==> config.mk <==
export PLATFORM = sky130hd
export DESIGN_NAME = cosem_core
export DESIGN_NICKNAME = d
export VERILOG_FILES = /design/src/common/cosem_pkg.sv /design/src/logic/cosem_core.sv
export SDC_FILE = /design/constraint.sdc
export NUM_CORES = 2
export LEC_CHECK = 0
export BUFFER_PORTS_ARGS = -buffer_cell sky130_fd_sc_hd__buf_4
export CAP_MARGIN = 20
export CORE_MARGIN = 2
export CORE_UTILIZATION = 39
export DETAILED_ROUTE_END_ITERATION = 8
export SLEW_MARGIN = 5
export SYNTH_ARGS = -nofsm -noshare
export SYNTH_HDL_FRONTEND = slang
export SYNTH_SLANG_ARGS = --single-unit
==> constraint.sdc <==
create_clock -name clk -period 4.7 [get_ports clk]
set_input_delay 0.235 -clock clk [delete_from_list [all_inputs] [get_ports clk]]
set_output_delay 0.235 -clock clk [all_outputs]
set_load 0.02 [all_outputs]
==> src/common/cosem_pkg.sv <==
// Package: register map, field layout, encodings and types of the op execution core
`default_nettype none
package cosem_pkg;

  // ==========================================================================
  // Register byte offsets
  localparam logic [7:0] ADDR_INSTR = 8'h00;
  localparam logic [7:0] ADDR_ACCUM = 8'h04;
  localparam logic [7:0] ADDR_STATUS = 8'h08;
  localparam logic [7:0] ADDR_PC = 8'h0c;
  localparam logic [7:0] ADDR_PCLATCH = 8'h10;
  localparam logic [7:0] ADDR_STACK = 8'h14;
  localparam logic [7:0] ADDR_WDOG = 8'h18;
  localparam logic [7:0] ADDR_FILE_IDX = 8'h1c;
  localparam logic [7:0] ADDR_FILE_DATA = 8'h20;
  localparam logic [7:0] ADDR_CORE = 8'h24;

  // ==========================================================================
  // Field positions
  localparam int INSTR_OP_LSB = 0;
  localparam int INSTR_DEST_BIT = 8;
  localparam int INSTR_FADDR_LSB = 16;
  localparam int STATUS_NULL_BIT = 0;
  localparam int STATUS_EXPIRED_BIT = 1;
  localparam int STATUS_SLEEP_BIT = 2;
  localparam int CORE_BUSY_BIT = 0;
  localparam int CORE_SKIP_BIT = 1;
  localparam int FILE_DEPTH = 128;

  // ==========================================================================
  // Reset and load values
  localparam logic [7:0] ACCUM_RST = 8'h00;
  localparam logic [14:0] PC_RST = 15'h0000;
  localparam logic [6:0] PCLATCH_RST = 7'h00;
  localparam logic [14:0] STACK_RST = 15'h0000;
  localparam logic [6:0] FILE_IDX_RST = 7'h00;
  localparam logic [7:0] FILE_RST = 8'h00;
  localparam logic [7:0] WDOG_KICK_VAL = 8'h00;
  localparam logic [7:0] PRESC_KICK_VAL = 8'h00;
  localparam logic [7:0] ZERO_BYTE = 8'h00;
  localparam logic [7:0] ONE_BYTE = 8'h01;
  localparam logic [14:0] PC_STEP = 15'h0001;
  localparam logic [15:0] WDOG_STEP = 16'h0001;
  localparam logic [15:0] WDOG_LAST = 16'hffff;
  localparam logic DEST_ACCUM = 1'b0;
  localparam logic DEST_FILE = 1'b1;
  localparam logic [1:0] RESP_OKAY = 2'b00;
  localparam logic [1:0] RESP_SLVERR = 2'b10;

  // ==========================================================================
  // Encodings
  typedef enum logic [3:0] {
    no_op = 4'b0000,
    watchdog_kick_op = 4'b0001,
    indirect_call_op = 4'b0010,
    complement_file_op = 4'b0011,
    zero_file_op = 4'b0100,
    file_decrement_op = 4'b0101,
    zero_accumulator_op = 4'b0110,
    decrement_skip_null_op = 4'b0111
  } cosem_op_t;

  typedef enum logic [1:0] {
    st_idle = 2'b00,
    st_exec = 2'b01,
    st_call_tail = 2'b10
  } cosem_state_t;

  typedef struct packed {
    logic [6:0] faddr;
    logic dest;
    cosem_op_t op;
  } cosem_instr_t;

  typedef struct packed {
    logic sleep_entered_flag;
    logic watchdog_expired_flag;
    logic result_null;
  } cosem_status_t;

  localparam cosem_status_t STATUS_RST = 3'h6;
  localparam cosem_instr_t INSTR_RST = 12'h000;

  // ==========================================================================
  // Helpers
  function automatic logic [31:0] cosem_merge(input logic [31:0] old_word,
                                              input logic [31:0] new_word,
                                              input logic [3:0] strb);
    logic [31:0] res;
    res = old_word;
    for (int i = 0; i < 4; i++) begin
      if (strb[i]) begin
        res[i*8 +: 8] = new_word[i*8 +: 8];
      end
    end
    return res;
  endfunction

  function automatic logic cosem_is_null(input logic [7:0] value);
    return value == ZERO_BYTE;
  endfunction

endpackage
`default_nettype wire

==> src/logic/cosem_core.sv <==
// Execution core for a subset of 8-bit ops, driven over AXI4-Lite
`timescale 1ns/10ps
`default_nettype none

module cosem_core (
  input wire logic clk,
  input wire logic reset_n,
  input wire logic [7:0] s_axi_awaddr,
  input wire logic s_axi_awvalid,
  output logic s_axi_awready,
  input wire logic [31:0] s_axi_wdata,
  input wire logic [3:0] s_axi_wstrb,
  input wire logic s_axi_wvalid,
  output logic s_axi_wready,
  output logic [1:0] s_axi_bresp,
  output logic s_axi_bvalid,
  input wire logic s_axi_bready,
  input wire logic [7:0] s_axi_araddr,
  input wire logic s_axi_arvalid,
  output logic s_axi_arready,
  output logic [31:0] s_axi_rdata,
  output logic [1:0] s_axi_rresp,
  output logic s_axi_rvalid,
  input wire logic s_axi_rready
);

  // ==========================================================================
  // Architectural state
  cosem_pkg::cosem_state_t state_reg, state_next;
  cosem_pkg::cosem_instr_t instr_reg, instr_next;
  cosem_pkg::cosem_status_t status_reg, status_next;
  logic [7:0] accum_reg, accum_next;
  logic [14:0] pc_reg, pc_next;
  logic [6:0] pclatch_reg, pclatch_next;
  logic [14:0] stack_head_reg, stack_head_next;
  logic [7:0] watchdog_counter_reg, watchdog_counter_next;
  logic [7:0] prescaler_reg, prescaler_next;
  logic skip_reg, skip_next;
  logic [6:0] file_idx_reg, file_idx_next;
  logic [7:0] file_mem [cosem_pkg::FILE_DEPTH];
  logic file_we;
  logic [6:0] file_waddr;
  logic [7:0] file_wdata;

  // Bus state
  logic [7:0] aw_addr_reg;
  logic [31:0] w_data_reg;
  logic [3:0] w_strb_reg;
  logic awready_reg, wready_reg, bvalid_reg, arready_reg, rvalid_reg;
  logic [1:0] bresp_reg, rresp_reg;
  logic [31:0] rdata_reg;

  // ==========================================================================
  // Write decode
  wire aw_take = s_axi_awvalid && awready_reg;
  wire w_take = s_axi_wvalid && wready_reg;
  wire wr_go = !awready_reg && !wready_reg && !bvalid_reg &&
               (state_reg == cosem_pkg::st_idle);
  wire hit_instr = aw_addr_reg == cosem_pkg::ADDR_INSTR;
  wire hit_accum = aw_addr_reg == cosem_pkg::ADDR_ACCUM;
  wire hit_status = aw_addr_reg == cosem_pkg::ADDR_STATUS;
  wire hit_pc = aw_addr_reg == cosem_pkg::ADDR_PC;
  wire hit_pclatch = aw_addr_reg == cosem_pkg::ADDR_PCLATCH;
  wire hit_idx = aw_addr_reg == cosem_pkg::ADDR_FILE_IDX;
  wire hit_fdata = aw_addr_reg == cosem_pkg::ADDR_FILE_DATA;
  wire hit_ro = (aw_addr_reg == cosem_pkg::ADDR_STACK) ||
                (aw_addr_reg == cosem_pkg::ADDR_WDOG) ||
                (aw_addr_reg == cosem_pkg::ADDR_CORE);
  wire wr_mapped = hit_instr || hit_accum || hit_status || hit_pc ||
                   hit_pclatch || hit_idx || hit_fdata || hit_ro;
  wire [1:0] wr_resp = wr_mapped ? cosem_pkg::RESP_OKAY : cosem_pkg::RESP_SLVERR;

  wire [31:0] acc_merge = cosem_pkg::cosem_merge({24'h00_0000, accum_reg}, w_data_reg,
                                                 w_strb_reg);
  wire [31:0] stat_merge = cosem_pkg::cosem_merge({29'h0000_0000, status_reg},
                                                  w_data_reg, w_strb_reg);
  wire [31:0] pc_merge = cosem_pkg::cosem_merge({17'h0_0000, pc_reg}, w_data_reg,
                                                w_strb_reg);
  wire [31:0] lat_merge = cosem_pkg::cosem_merge({25'h000_0000, pclatch_reg}, w_data_reg,
                                                 w_strb_reg);
  wire [31:0] idx_merge = cosem_pkg::cosem_merge({25'h000_0000, file_idx_reg}, w_data_reg,
                                                 w_strb_reg);
  wire [31:0] fdat_merge = cosem_pkg::cosem_merge({24'h00_0000, file_mem[file_idx_reg]},
                                                  w_data_reg, w_strb_reg);
  wire cosem_pkg::cosem_instr_t instr_dec = '{
    faddr: w_data_reg[cosem_pkg::INSTR_FADDR_LSB +: 7],
    dest: w_data_reg[cosem_pkg::INSTR_DEST_BIT],
    op: cosem_pkg::cosem_op_t'(w_data_reg[cosem_pkg::INSTR_OP_LSB +: 4])
  };

  // ==========================================================================
  // Execute decode
  wire in_exec = state_reg == cosem_pkg::st_exec;
  // Discarded op after a zero decrement-skip runs as a nop
  wire cosem_pkg::cosem_op_t exec_op = skip_reg ? cosem_pkg::no_op : instr_reg.op;
  wire [7:0] file_val = file_mem[instr_reg.faddr];
  wire [7:0] dec_val = file_val - cosem_pkg::ONE_BYTE;
  wire op_comp = exec_op == cosem_pkg::complement_file_op;
  wire op_dec = exec_op == cosem_pkg::file_decrement_op;
  wire op_dsz = exec_op == cosem_pkg::decrement_skip_null_op;
  wire [7:0] alu_res = op_comp ? ~file_val : dec_val;
  wire alu_route = in_exec && (op_comp || op_dec || op_dsz);
  wire alu_to_file = alu_route && (instr_reg.dest == cosem_pkg::DEST_FILE);
  wire alu_to_acc = alu_route && (instr_reg.dest == cosem_pkg::DEST_ACCUM);
  wire zero_file = in_exec && (exec_op == cosem_pkg::zero_file_op);
  wire wdog_kick = in_exec && (exec_op == cosem_pkg::watchdog_kick_op);
  wire [15:0] wdog_inc = {watchdog_counter_reg, prescaler_reg} + cosem_pkg::WDOG_STEP;
  wire wdog_wrap = {watchdog_counter_reg, prescaler_reg} == cosem_pkg::WDOG_LAST;
  wire bus_file_wr = wr_go && hit_fdata;

  assign file_we = alu_to_file || zero_file || bus_file_wr;
  assign file_waddr = in_exec ? instr_reg.faddr : file_idx_reg;
  assign file_wdata = zero_file ? cosem_pkg::ZERO_BYTE :
                      alu_to_file ? alu_res : fdat_merge[7:0];

  // ==========================================================================
  // Next-state logic
  always_comb begin
    state_next = state_reg;
    instr_next = instr_reg;
    status_next = status_reg;
    accum_next = accum_reg;
    pc_next = pc_reg;
    pclatch_next = pclatch_reg;
    stack_head_next = stack_head_reg;
    skip_next = skip_reg;
    file_idx_next = file_idx_reg;
    {watchdog_counter_next, prescaler_next} = wdog_inc;
    case (state_reg)
      cosem_pkg::st_idle: begin
        if (wr_go) begin
          if (hit_instr) begin
            instr_next = instr_dec;
            state_next = cosem_pkg::st_exec;
          end
          if (hit_accum) begin
            accum_next = acc_merge[7:0];
          end
          if (hit_status) begin
            status_next = stat_merge[2:0];
          end
          if (hit_pc) begin
            pc_next = pc_merge[14:0];
          end
          if (hit_pclatch) begin
            pclatch_next = lat_merge[6:0];
          end
          if (hit_idx) begin
            file_idx_next = idx_merge[6:0];
          end
        end
      end
      cosem_pkg::st_exec: begin
        state_next = cosem_pkg::st_idle;
        pc_next = pc_reg + cosem_pkg::PC_STEP;
        skip_next = 1'b0;
        case (exec_op)
          cosem_pkg::watchdog_kick_op: begin
            watchdog_counter_next = cosem_pkg::WDOG_KICK_VAL;
            prescaler_next = cosem_pkg::PRESC_KICK_VAL;
            status_next.watchdog_expired_flag = 1'b1;
            status_next.sleep_entered_flag = 1'b1;
          end
          cosem_pkg::indirect_call_op: begin
            stack_head_next = pc_reg + cosem_pkg::PC_STEP;
            pc_next = {pclatch_reg, accum_reg};
            state_next = cosem_pkg::st_call_tail;
          end
          cosem_pkg::complement_file_op, cosem_pkg::file_decrement_op: begin
            status_next.result_null = cosem_pkg::cosem_is_null(alu_res);
          end
          cosem_pkg::zero_file_op, cosem_pkg::zero_accumulator_op: begin
            status_next.result_null = 1'b1;
          end
          cosem_pkg::decrement_skip_null_op: begin
            skip_next = cosem_pkg::cosem_is_null(dec_val);
          end
          default: begin
          end
        endcase
        if (exec_op == cosem_pkg::zero_accumulator_op) begin
          accum_next = cosem_pkg::ZERO_BYTE;
        end
        if (alu_to_acc) begin
          accum_next = alu_res;
        end
      end
      cosem_pkg::st_call_tail: begin
        state_next = cosem_pkg::st_idle;
      end
      default: begin
        state_next = cosem_pkg::st_idle;
      end
    endcase
    // Timeout wins over a software write of the same flag
    if (wdog_wrap && !wdog_kick) begin
      status_next.watchdog_expired_flag = 1'b0;
    end
  end

  // ==========================================================================
  // Read mux
  logic [31:0] rd_mux;
  logic rd_hit;
  always_comb begin
    rd_mux = 32'h0000_0000;
    rd_hit = 1'b1;
    case (s_axi_araddr)
      cosem_pkg::ADDR_INSTR: rd_mux = {20'h0_0000, instr_reg};
      cosem_pkg::ADDR_ACCUM: rd_mux = {24'h00_0000, accum_reg};
      cosem_pkg::ADDR_STATUS: rd_mux = {29'h0000_0000, status_reg};
      cosem_pkg::ADDR_PC: rd_mux = {17'h0_0000, pc_reg};
      cosem_pkg::ADDR_PCLATCH: rd_mux = {25'h000_0000, pclatch_reg};
      cosem_pkg::ADDR_STACK: rd_mux = {17'h0_0000, stack_head_reg};
      cosem_pkg::ADDR_WDOG: rd_mux = {16'h0000, prescaler_reg, watchdog_counter_reg};
      cosem_pkg::ADDR_FILE_IDX: rd_mux = {25'h000_0000, file_idx_reg};
      cosem_pkg::ADDR_FILE_DATA: rd_mux = {24'h00_0000, file_mem[file_idx_reg]};
      cosem_pkg::ADDR_CORE: rd_mux = {30'h0000_0000, skip_reg,
                                      state_reg != cosem_pkg::st_idle};
      default: rd_hit = 1'b0;
    endcase
  end

  // ==========================================================================
  // Registers
  always_ff @(posedge clk or negedge reset_n) begin
    if (!reset_n) begin
      state_reg <= cosem_pkg::st_idle;
      instr_reg <= cosem_pkg::INSTR_RST;
      status_reg <= cosem_pkg::STATUS_RST;
      accum_reg <= cosem_pkg::ACCUM_RST;
      pc_reg <= cosem_pkg::PC_RST;
      pclatch_reg <= cosem_pkg::PCLATCH_RST;
      stack_head_reg <= cosem_pkg::STACK_RST;
      watchdog_counter_reg <= cosem_pkg::WDOG_KICK_VAL;
      prescaler_reg <= cosem_pkg::PRESC_KICK_VAL;
      skip_reg <= 1'b0;
      file_idx_reg <= cosem_pkg::FILE_IDX_RST;
    end else begin
      state_reg <= state_next;
      instr_reg <= instr_next;
      status_reg <= status_next;
      accum_reg <= accum_next;
      pc_reg <= pc_next;
      pclatch_reg <= pclatch_next;
      stack_head_reg <= stack_head_next;
      watchdog_counter_reg <= watchdog_counter_next;
      prescaler_reg <= prescaler_next;
      skip_reg <= skip_next;
      file_idx_reg <= file_idx_next;
    end
  end

  always_ff @(posedge clk or negedge reset_n) begin
    if (!reset_n) begin
      for (int i = 0; i < cosem_pkg::FILE_DEPTH; i++) begin
        file_mem[i] <= cosem_pkg::FILE_RST;
      end
    end else if (file_we) begin
      file_mem[file_waddr] <= file_wdata;
    end
  end

  // ==========================================================================
  // AXI4-Lite write channels
  always_ff @(posedge clk or negedge reset_n) begin
    if (!reset_n) begin
      awready_reg <= 1'b1;
      wready_reg <= 1'b1;
      bvalid_reg <= 1'b0;
      bresp_reg <= cosem_pkg::RESP_OKAY;
      aw_addr_reg <= 8'h00;
      w_data_reg <= 32'h0000_0000;
      w_strb_reg <= 4'h0;
    end else begin
      if (aw_take) begin
        awready_reg <= 1'b0;
        aw_addr_reg <= s_axi_awaddr;
      end
      if (w_take) begin
        wready_reg <= 1'b0;
        w_data_reg <= s_axi_wdata;
        w_strb_reg <= s_axi_wstrb;
      end
      if (wr_go) begin
        bvalid_reg <= 1'b1;
        bresp_reg <= wr_resp;
      end
      if (bvalid_reg && s_axi_bready) begin
        bvalid_reg <= 1'b0;
        awready_reg <= 1'b1;
        wready_reg <= 1'b1;
      end
    end
  end

  // AXI4-Lite read channels
  always_ff @(posedge clk or negedge reset_n) begin
    if (!reset_n) begin
      arready_reg <= 1'b1;
      rvalid_reg <= 1'b0;
      rdata_reg <= 32'h0000_0000;
      rresp_reg <= cosem_pkg::RESP_OKAY;
    end else begin
      if (s_axi_arvalid && arready_reg) begin
        arready_reg <= 1'b0;
        rvalid_reg <= 1'b1;
        rdata_reg <= rd_mux;
        rresp_reg <= rd_hit ? cosem_pkg::RESP_OKAY : cosem_pkg::RESP_SLVERR;
      end
      if (rvalid_reg && s_axi_rready) begin
        rvalid_reg <= 1'b0;
        arready_reg <= 1'b1;
      end
    end
  end

  assign s_axi_awready = awready_reg;
  assign s_axi_wready = wready_reg;
  assign s_axi_bvalid = bvalid_reg;
  assign s_axi_bresp = bresp_reg;
  assign s_axi_arready = arready_reg;
  assign s_axi_rvalid = rvalid_reg;
  assign s_axi_rdata = rdata_reg;
  assign s_axi_rresp = rresp_reg;

endmodule
`default_nettype wire

After elaboration in Yosys (flattened, before gate mapping)
Cells that the tools add are included.

Flip-flop bits (word level): 1184. Output and inout port bits: 41. Word-level logic and storage cells: 323.

$add $sub $neg: 3. Magnitude comparators: 4. Eq/ne operators: 41. Multiplexer cells: 56. Bitwise operators: 5. Reduce and logical (&&, ||, !) cells: 59.

Operator list (count): 1024-bit bitwise mux (1); 16-bit case mux with 10 select lines (1); 8-bit 2-to-1 mux (18); 8-bit binary-select mux with 7-bit select (2); 8-bit by 5-bit == test with 1-bit output, second input constant (8); 8-bit demux with 7-bit select (1); 15-bit 2-to-1 mux (3); 8-bit by 4-bit == test with 1-bit output, second input constant (4); 8-bit by 6-bit == test with 1-bit output, second input constant (4); 8-bit logical NOT (4); 15-bit case mux with 2 select lines (1); 8-bit greater-or-equal comparator, second input constant (3); 7-bit inverter with 8-bit output (3); 5-bit AND reduction (4); 16-bit by 1-bit adder with 16-bit output, second input constant (1); 16-bit == test, second input constant (1); 4-bit by 3-bit == test with 1-bit output, second input constant (4); 8-bit by 3-bit == test with 1-bit output, second input constant (2); 1-bit logical AND (16); 8-bit case mux with 2 select lines (1); 4-bit AND reduction (4); 15-bit by 1-bit adder with 15-bit output, second input constant (1); 7-bit 2-to-1 mux (2); 2-bit inequality test, second input constant (7); 26 further kinds (72).

Depth between registers and ports, before layout
Depth in word-level cells: 10. Depth in mapped cells: 17. Depth with buffers taken out: 11.

Worst setup path before layout
OpenSTA, ideal clock, no wires.

Path kind: register -> register. From: register file_idx_reg[0]. To: register file_mem[777] in the netlist's numbering. Arrival time: 3.992 ns. Data required time: 4.567 ns. Setup slack: 0.575 ns. Cell stages (with the launch flop): 14. Clock period less this slack: 4.125 ns. Cells stage by stage: dfrtp_1 > clkbuf_1 > clkbuf_1 > buf_1 > mux4_2 > mux4_2 > mux4_2 > mux2_2 > mux2i_1 > nand2_1 > o211ai_1 > clkbuf_1 > clkbuf_1 > o21ai_0.

Longest elaborated chain between the ends: 8.

RTL lines: start, declared (line cosem_core.sv:39) `logic [6:0] file_idx_reg, file_idx_next;`; start signal, assigned (line cosem_core.sv:238) `file_idx_reg <= cosem_pkg::FILE_IDX_RST;`; start signal, assigned (line cosem_core.sv:250) `file_idx_reg <= file_idx_next;`; 7-bit inverter with 8-bit output (implied by the code) (line cosem_core.sv:83) `wire [31:0] fdat_merge = cosem_pkg::cosem_merge({24'h00_0000, file_mem[file_idx_reg]},`; 8-bit binary-select mux with 7-bit select (line cosem_core.sv:83); 8-bit 2-to-1 mux (implied by the code) (2 in a row) (line cosem_core.sv:83); 8-bit 2-to-1 mux (line cosem_pkg.sv:92) `if (strb[i]) begin`; 8-bit 2-to-1 mux (line cosem_core.sv:114) `alu_to_file ? alu_res : fdat_merge[7:0];`; 8-bit 2-to-1 mux (line cosem_core.sv:113) `assign file_wdata = zero_file ? cosem_pkg::ZERO_BYTE :`; 1024-bit bitwise mux (*) (line cosem_core.sv:260) `file_mem[file_waddr] <= file_wdata;`; end signal, assigned by index (line cosem_core.sv:257) `file_mem[i] <= cosem_pkg::FILE_RST;`; end signal, assigned by index (line cosem_core.sv:260); end, declared (line cosem_core.sv:40) `logic [7:0] file_mem [cosem_pkg::FILE_DEPTH];`.

Every way passes the cells marked *; elsewhere a longest branch is shown, timed or not. The select of a mux whose other input is x is not followed. A chain may end at the register's enable or synchronous reset.

Worst setup path in the final report
From: register file_idx_reg[0]. To: register file_mem[643] in the netlist's numbering.

Same word-level chain as after synthesis.

==> impl_results.md <==
- Cell Pwr Density: about 430 mW/mm2
- GPL Wtd Cong: between 0.9 and 1
- GR peak layer: met2
- Dpl hpwl: around 140,000 um
- Die span in x: ~400 um
- Fmax: 0.215 GHz
- Die Y: roughly 400 um
- YS warnings: 0
- Synth top cells by count: dfrtp_1, nand2_1, mux4_2
- CTS HTree Levels: 4
- Global route overflow: 0
- Mean Syn Cell Area: around 12 um2
- # rows: 145
- Slew Limit Fails: 0
- Share of cells above drive strength 1: a little over a quarter
- Vias in the first global route: roughly 45,000
- Total track usage: roughly 25%
- Crit. End Element: register
- 1st-pass router iterations: 9
- Fin Setup TNS: 0 ps
- Leading cell types by total area after synthesis: dfrtp_1, mux4_2, nand2_1
- Via count: around 45,000
- Clk sinks: between 1,000 and 1,500
- Grt met2 use: between 30% and 40%
- Peak VDD IR: between 0.3 and 0.4 mV
- Number of port buffers: 69
- Clock skew: slightly above 50 ps
- Post-synthesis sequential area ratio: around 48%
- Root buffer cell: clkbuf_16
- Reg2Reg Capture Point: file_mem[643]$_DFFE_PN0P_
- TritonCTS clock tree: done
- RSZ-0062 raised after global routing: false
- Met1 usage: 33.9%
- Post-Syn Area: about 0.061 mm2
- Critical Path RT: about 5300 ps
- Crit. path cell count: 12
- Worst setup path category: register to register
- Violated checks: hold timing
- Final hold violation count: 1
- Synth cell types: between 60 and 70
- Final worst-path cycle share: a little over nine tenths
- CP max stage cell: dfrtp_4
- Relative slew slack: 27.4%
- Cell family with most CP delay: multiplexers
- R2R setup slack: approximately 57 ps
- Prevailing post-synth register cell: dfrtp_1
- Area delta synth->final: 14.8%
- Worst-Margin Slew: 1090 ps
- Drt via density: slightly above 6
- Util after Layout: about 45%
- Synthesis-stage register bit count: 1,165
- Top-count cell post-synth: dfrtp_1
- # Post-CTS Setup Buffers: 0
- Worst path max stage delay: slightly above 800 ps
- Die ar.: approximately 0.16 mm2
- Setup violations, final: 0
- Clk slew on worst S/H paths: ~60 ps
- Data arrival time of the critical path: around 5300 ps
- Clk_lat worst skew: 810 ps
- Worst hold margin: -21.2 ps
- Antenna violations before repair: 5
- Syn Inst Count: approximately 5,200
- IO Pins: 100
- Clk buf depth: 3
- Number of nets still failing antenna checks after routing: 0
- Final wirelength: just under 200,000 um
- Max reg flops: a little over 1,000
- Share of the synthesized area in the top cell type: between 40% and 50%
- Critical-path cell list: buf_4 > mux4_2 > mux4_2 > mux4_2 > nand2_1 > nand2_1 > mux2i_1 > nor2_1 > o21ai_4 > buf_12 > buf_12 > o21ai_1
- 1st-iter DRT viols: between 5,000 and 6,000
- R2R cell count: 12
- Nets: between 5,000 and 6,000
- Reg2Reg Launch Point: file_idx_reg[0]$_DFFE_PN0P_
- CP max FO: 26
- Number of synthesized flops with an enable pin: 0
- Synth area leader: dfrtp_1
- Worst min-delay path class: input pin to register
- DRC: 0
- Largest net degree at the start of global routing: between 150 and 200
- WP buf/inv: 3
- Core area: 0.156 mm2
- First-pass GRT wire length: approximately 300,000 um
- Run status: complete, but fails checks
- CP startpoint: file_idx_reg[0]$_DFFE_PN0P_
- Grt met3 use: about 6.1%
- Avg WL per Cell: approximately 26 um
- Leak Pwr: approximately 28 nW
- Most used cell, CP: mux4_2
- CTS Buf Count: between 100 and 150
- Initial core utilization: 39.2%
- Post-synth ARST share: 100%
- Final min period: 4640 ps
- MaxCap Viol Count: 0
- Worst setup endpoint: file_mem[643]$_DFFE_PN0P_
- Crit path launch type: register
## cell type report
type | instances | area, um2
inverter | 21 | 81.3
tap | 2058 | 2570
antenna | 1 | 2.50
fill | 14200 | 85700
clock inverter | 40 | 498
sequential | 1165 | 29200
clock buffer | 189 | 3820
timing repair buffer | 402 | 4110
multi-input combinational | 3579 | 29700
## per-stage QoR
stage          power, mW  instances  worst slack [ps]  hold slack, ps  instance area [um2]
6_report            29.8       7455              56.9           -21.2                69900
5_1_grt             30.8       7454              15.6            32.1                69900
4_1_cts             29.9       7446               113            74.6                69800
3_5_place_dp        19.4       7172               113             206                65100
3_3_place_gp        19.3       7172              87.0             207                65100
2_1_floorplan       15.6       5254               575           -60.6                61000
## where the power goes
| group | switching (mW) | internal (mW) | leakage (nW) | total (mW) |
|---|---|---|---|---|
| Clock | 4.34 | 6.11 | 2.14 | 10.4 |
| Sequential | 0.640 | 10.4 | 16.1 | 11.0 |
| Combinational | 5.14 | 3.24 | 10.1 | 8.38 |
| Total | 10.1 | 19.7 | 28.4 | 29.8 |
## logic make-up after synthesis
family / synth area share [%]
DFF: 47.8
adders and majority gates: 0.0821
AOI/OAI and AO/OA: 10.8
other: 0.00615
buffers and inverters: 3.73
xor gates and xnor gates: 0.460
muxes: 27.9
and+or+nand+nor: 9.23
## tightest hold or removal path: stages
cell	delay [ps]
buf_4	130
nand2_1	130
nor2_1	100
nand2_1	60
o21ai_0	60
## metal layers
layer,vias to the layer above,share of wire (%)
met5,-,0.025
met1,23100,40
li1,19400,-
met4,8,4.2
met3,453,9.0
met2,1996,46
## timing repair
| item | in CTS | in global routing |
|---|---|---|
| endpoints found under the setup margin | 0 | 166 |
| resized for setup | 0 | 3 |
| hold buffers | 45 | 2 |
| hold endpoints to repair | 217 | 1 |
## how the worst min path moves through the flow
stage	depth (start not counted)	slack, ps	end	startpoint
floorplan	0	-60	accum_reg[0]$_DFFE_PN0P_	reset_n
global placement	1	210	file_mem[573]$_DFFE_PN0P_	reset_n
detailed placement	1	210	file_mem[565]$_DFFE_PN0P_	reset_n
CTS	5	70	s_axi_rdata[1]$_DFFE_PN0P_	s_axi_araddr[7]
global route	5	30	s_axi_rdata[15]$_DFFE_PN0P_	s_axi_araddr[4]
finish	5	-20	s_axi_rdata[15]$_DFFE_PN0P_	s_axi_araddr[4]
## cell usage in the layout, fill, tap and decap left out, types with 8 or more instances in the layout
| cell type | n |
|---|---|
| a211oi_1 | 12 |
| a21oi_1 | 158 |
| a221oi_1 | 17 |
| a222oi_1 | 9 |
| a22o_1 | 13 |
| a22oi_1 | 28 |
| a31oi_1 | 65 |
| and3_1 | 11 |
| buf_12 | 77 |
| buf_4 | 276 |
| bufinv_16 | 8 |
| clkbuf_1 | 29 |
| clkbuf_16 | 134 |
| clkbuf_8 | 26 |
| clkinv_2 | 21 |
| conb_1 | 18 |
| dfrtp_1 | 1152 |
| dlygate4sd3_1 | 46 |
| inv_1 | 17 |
| mux2_2 | 197 |
| mux2i_1 | 69 |
| mux4_2 | 623 |
| nand2_1 | 1037 |
| nand3_1 | 35 |
| nand4_1 | 11 |
| nor2_1 | 243 |
| nor2b_1 | 12 |
| nor3_1 | 16 |
| o21a_1 | 8 |
| o21ai_0 | 476 |
| o21ai_1 | 383 |
| or3_1 | 9 |
| xnor2_1 | 12 |
| xor2_1 | 20 |
No activity file was read; power rests on OpenSTA's default activity.
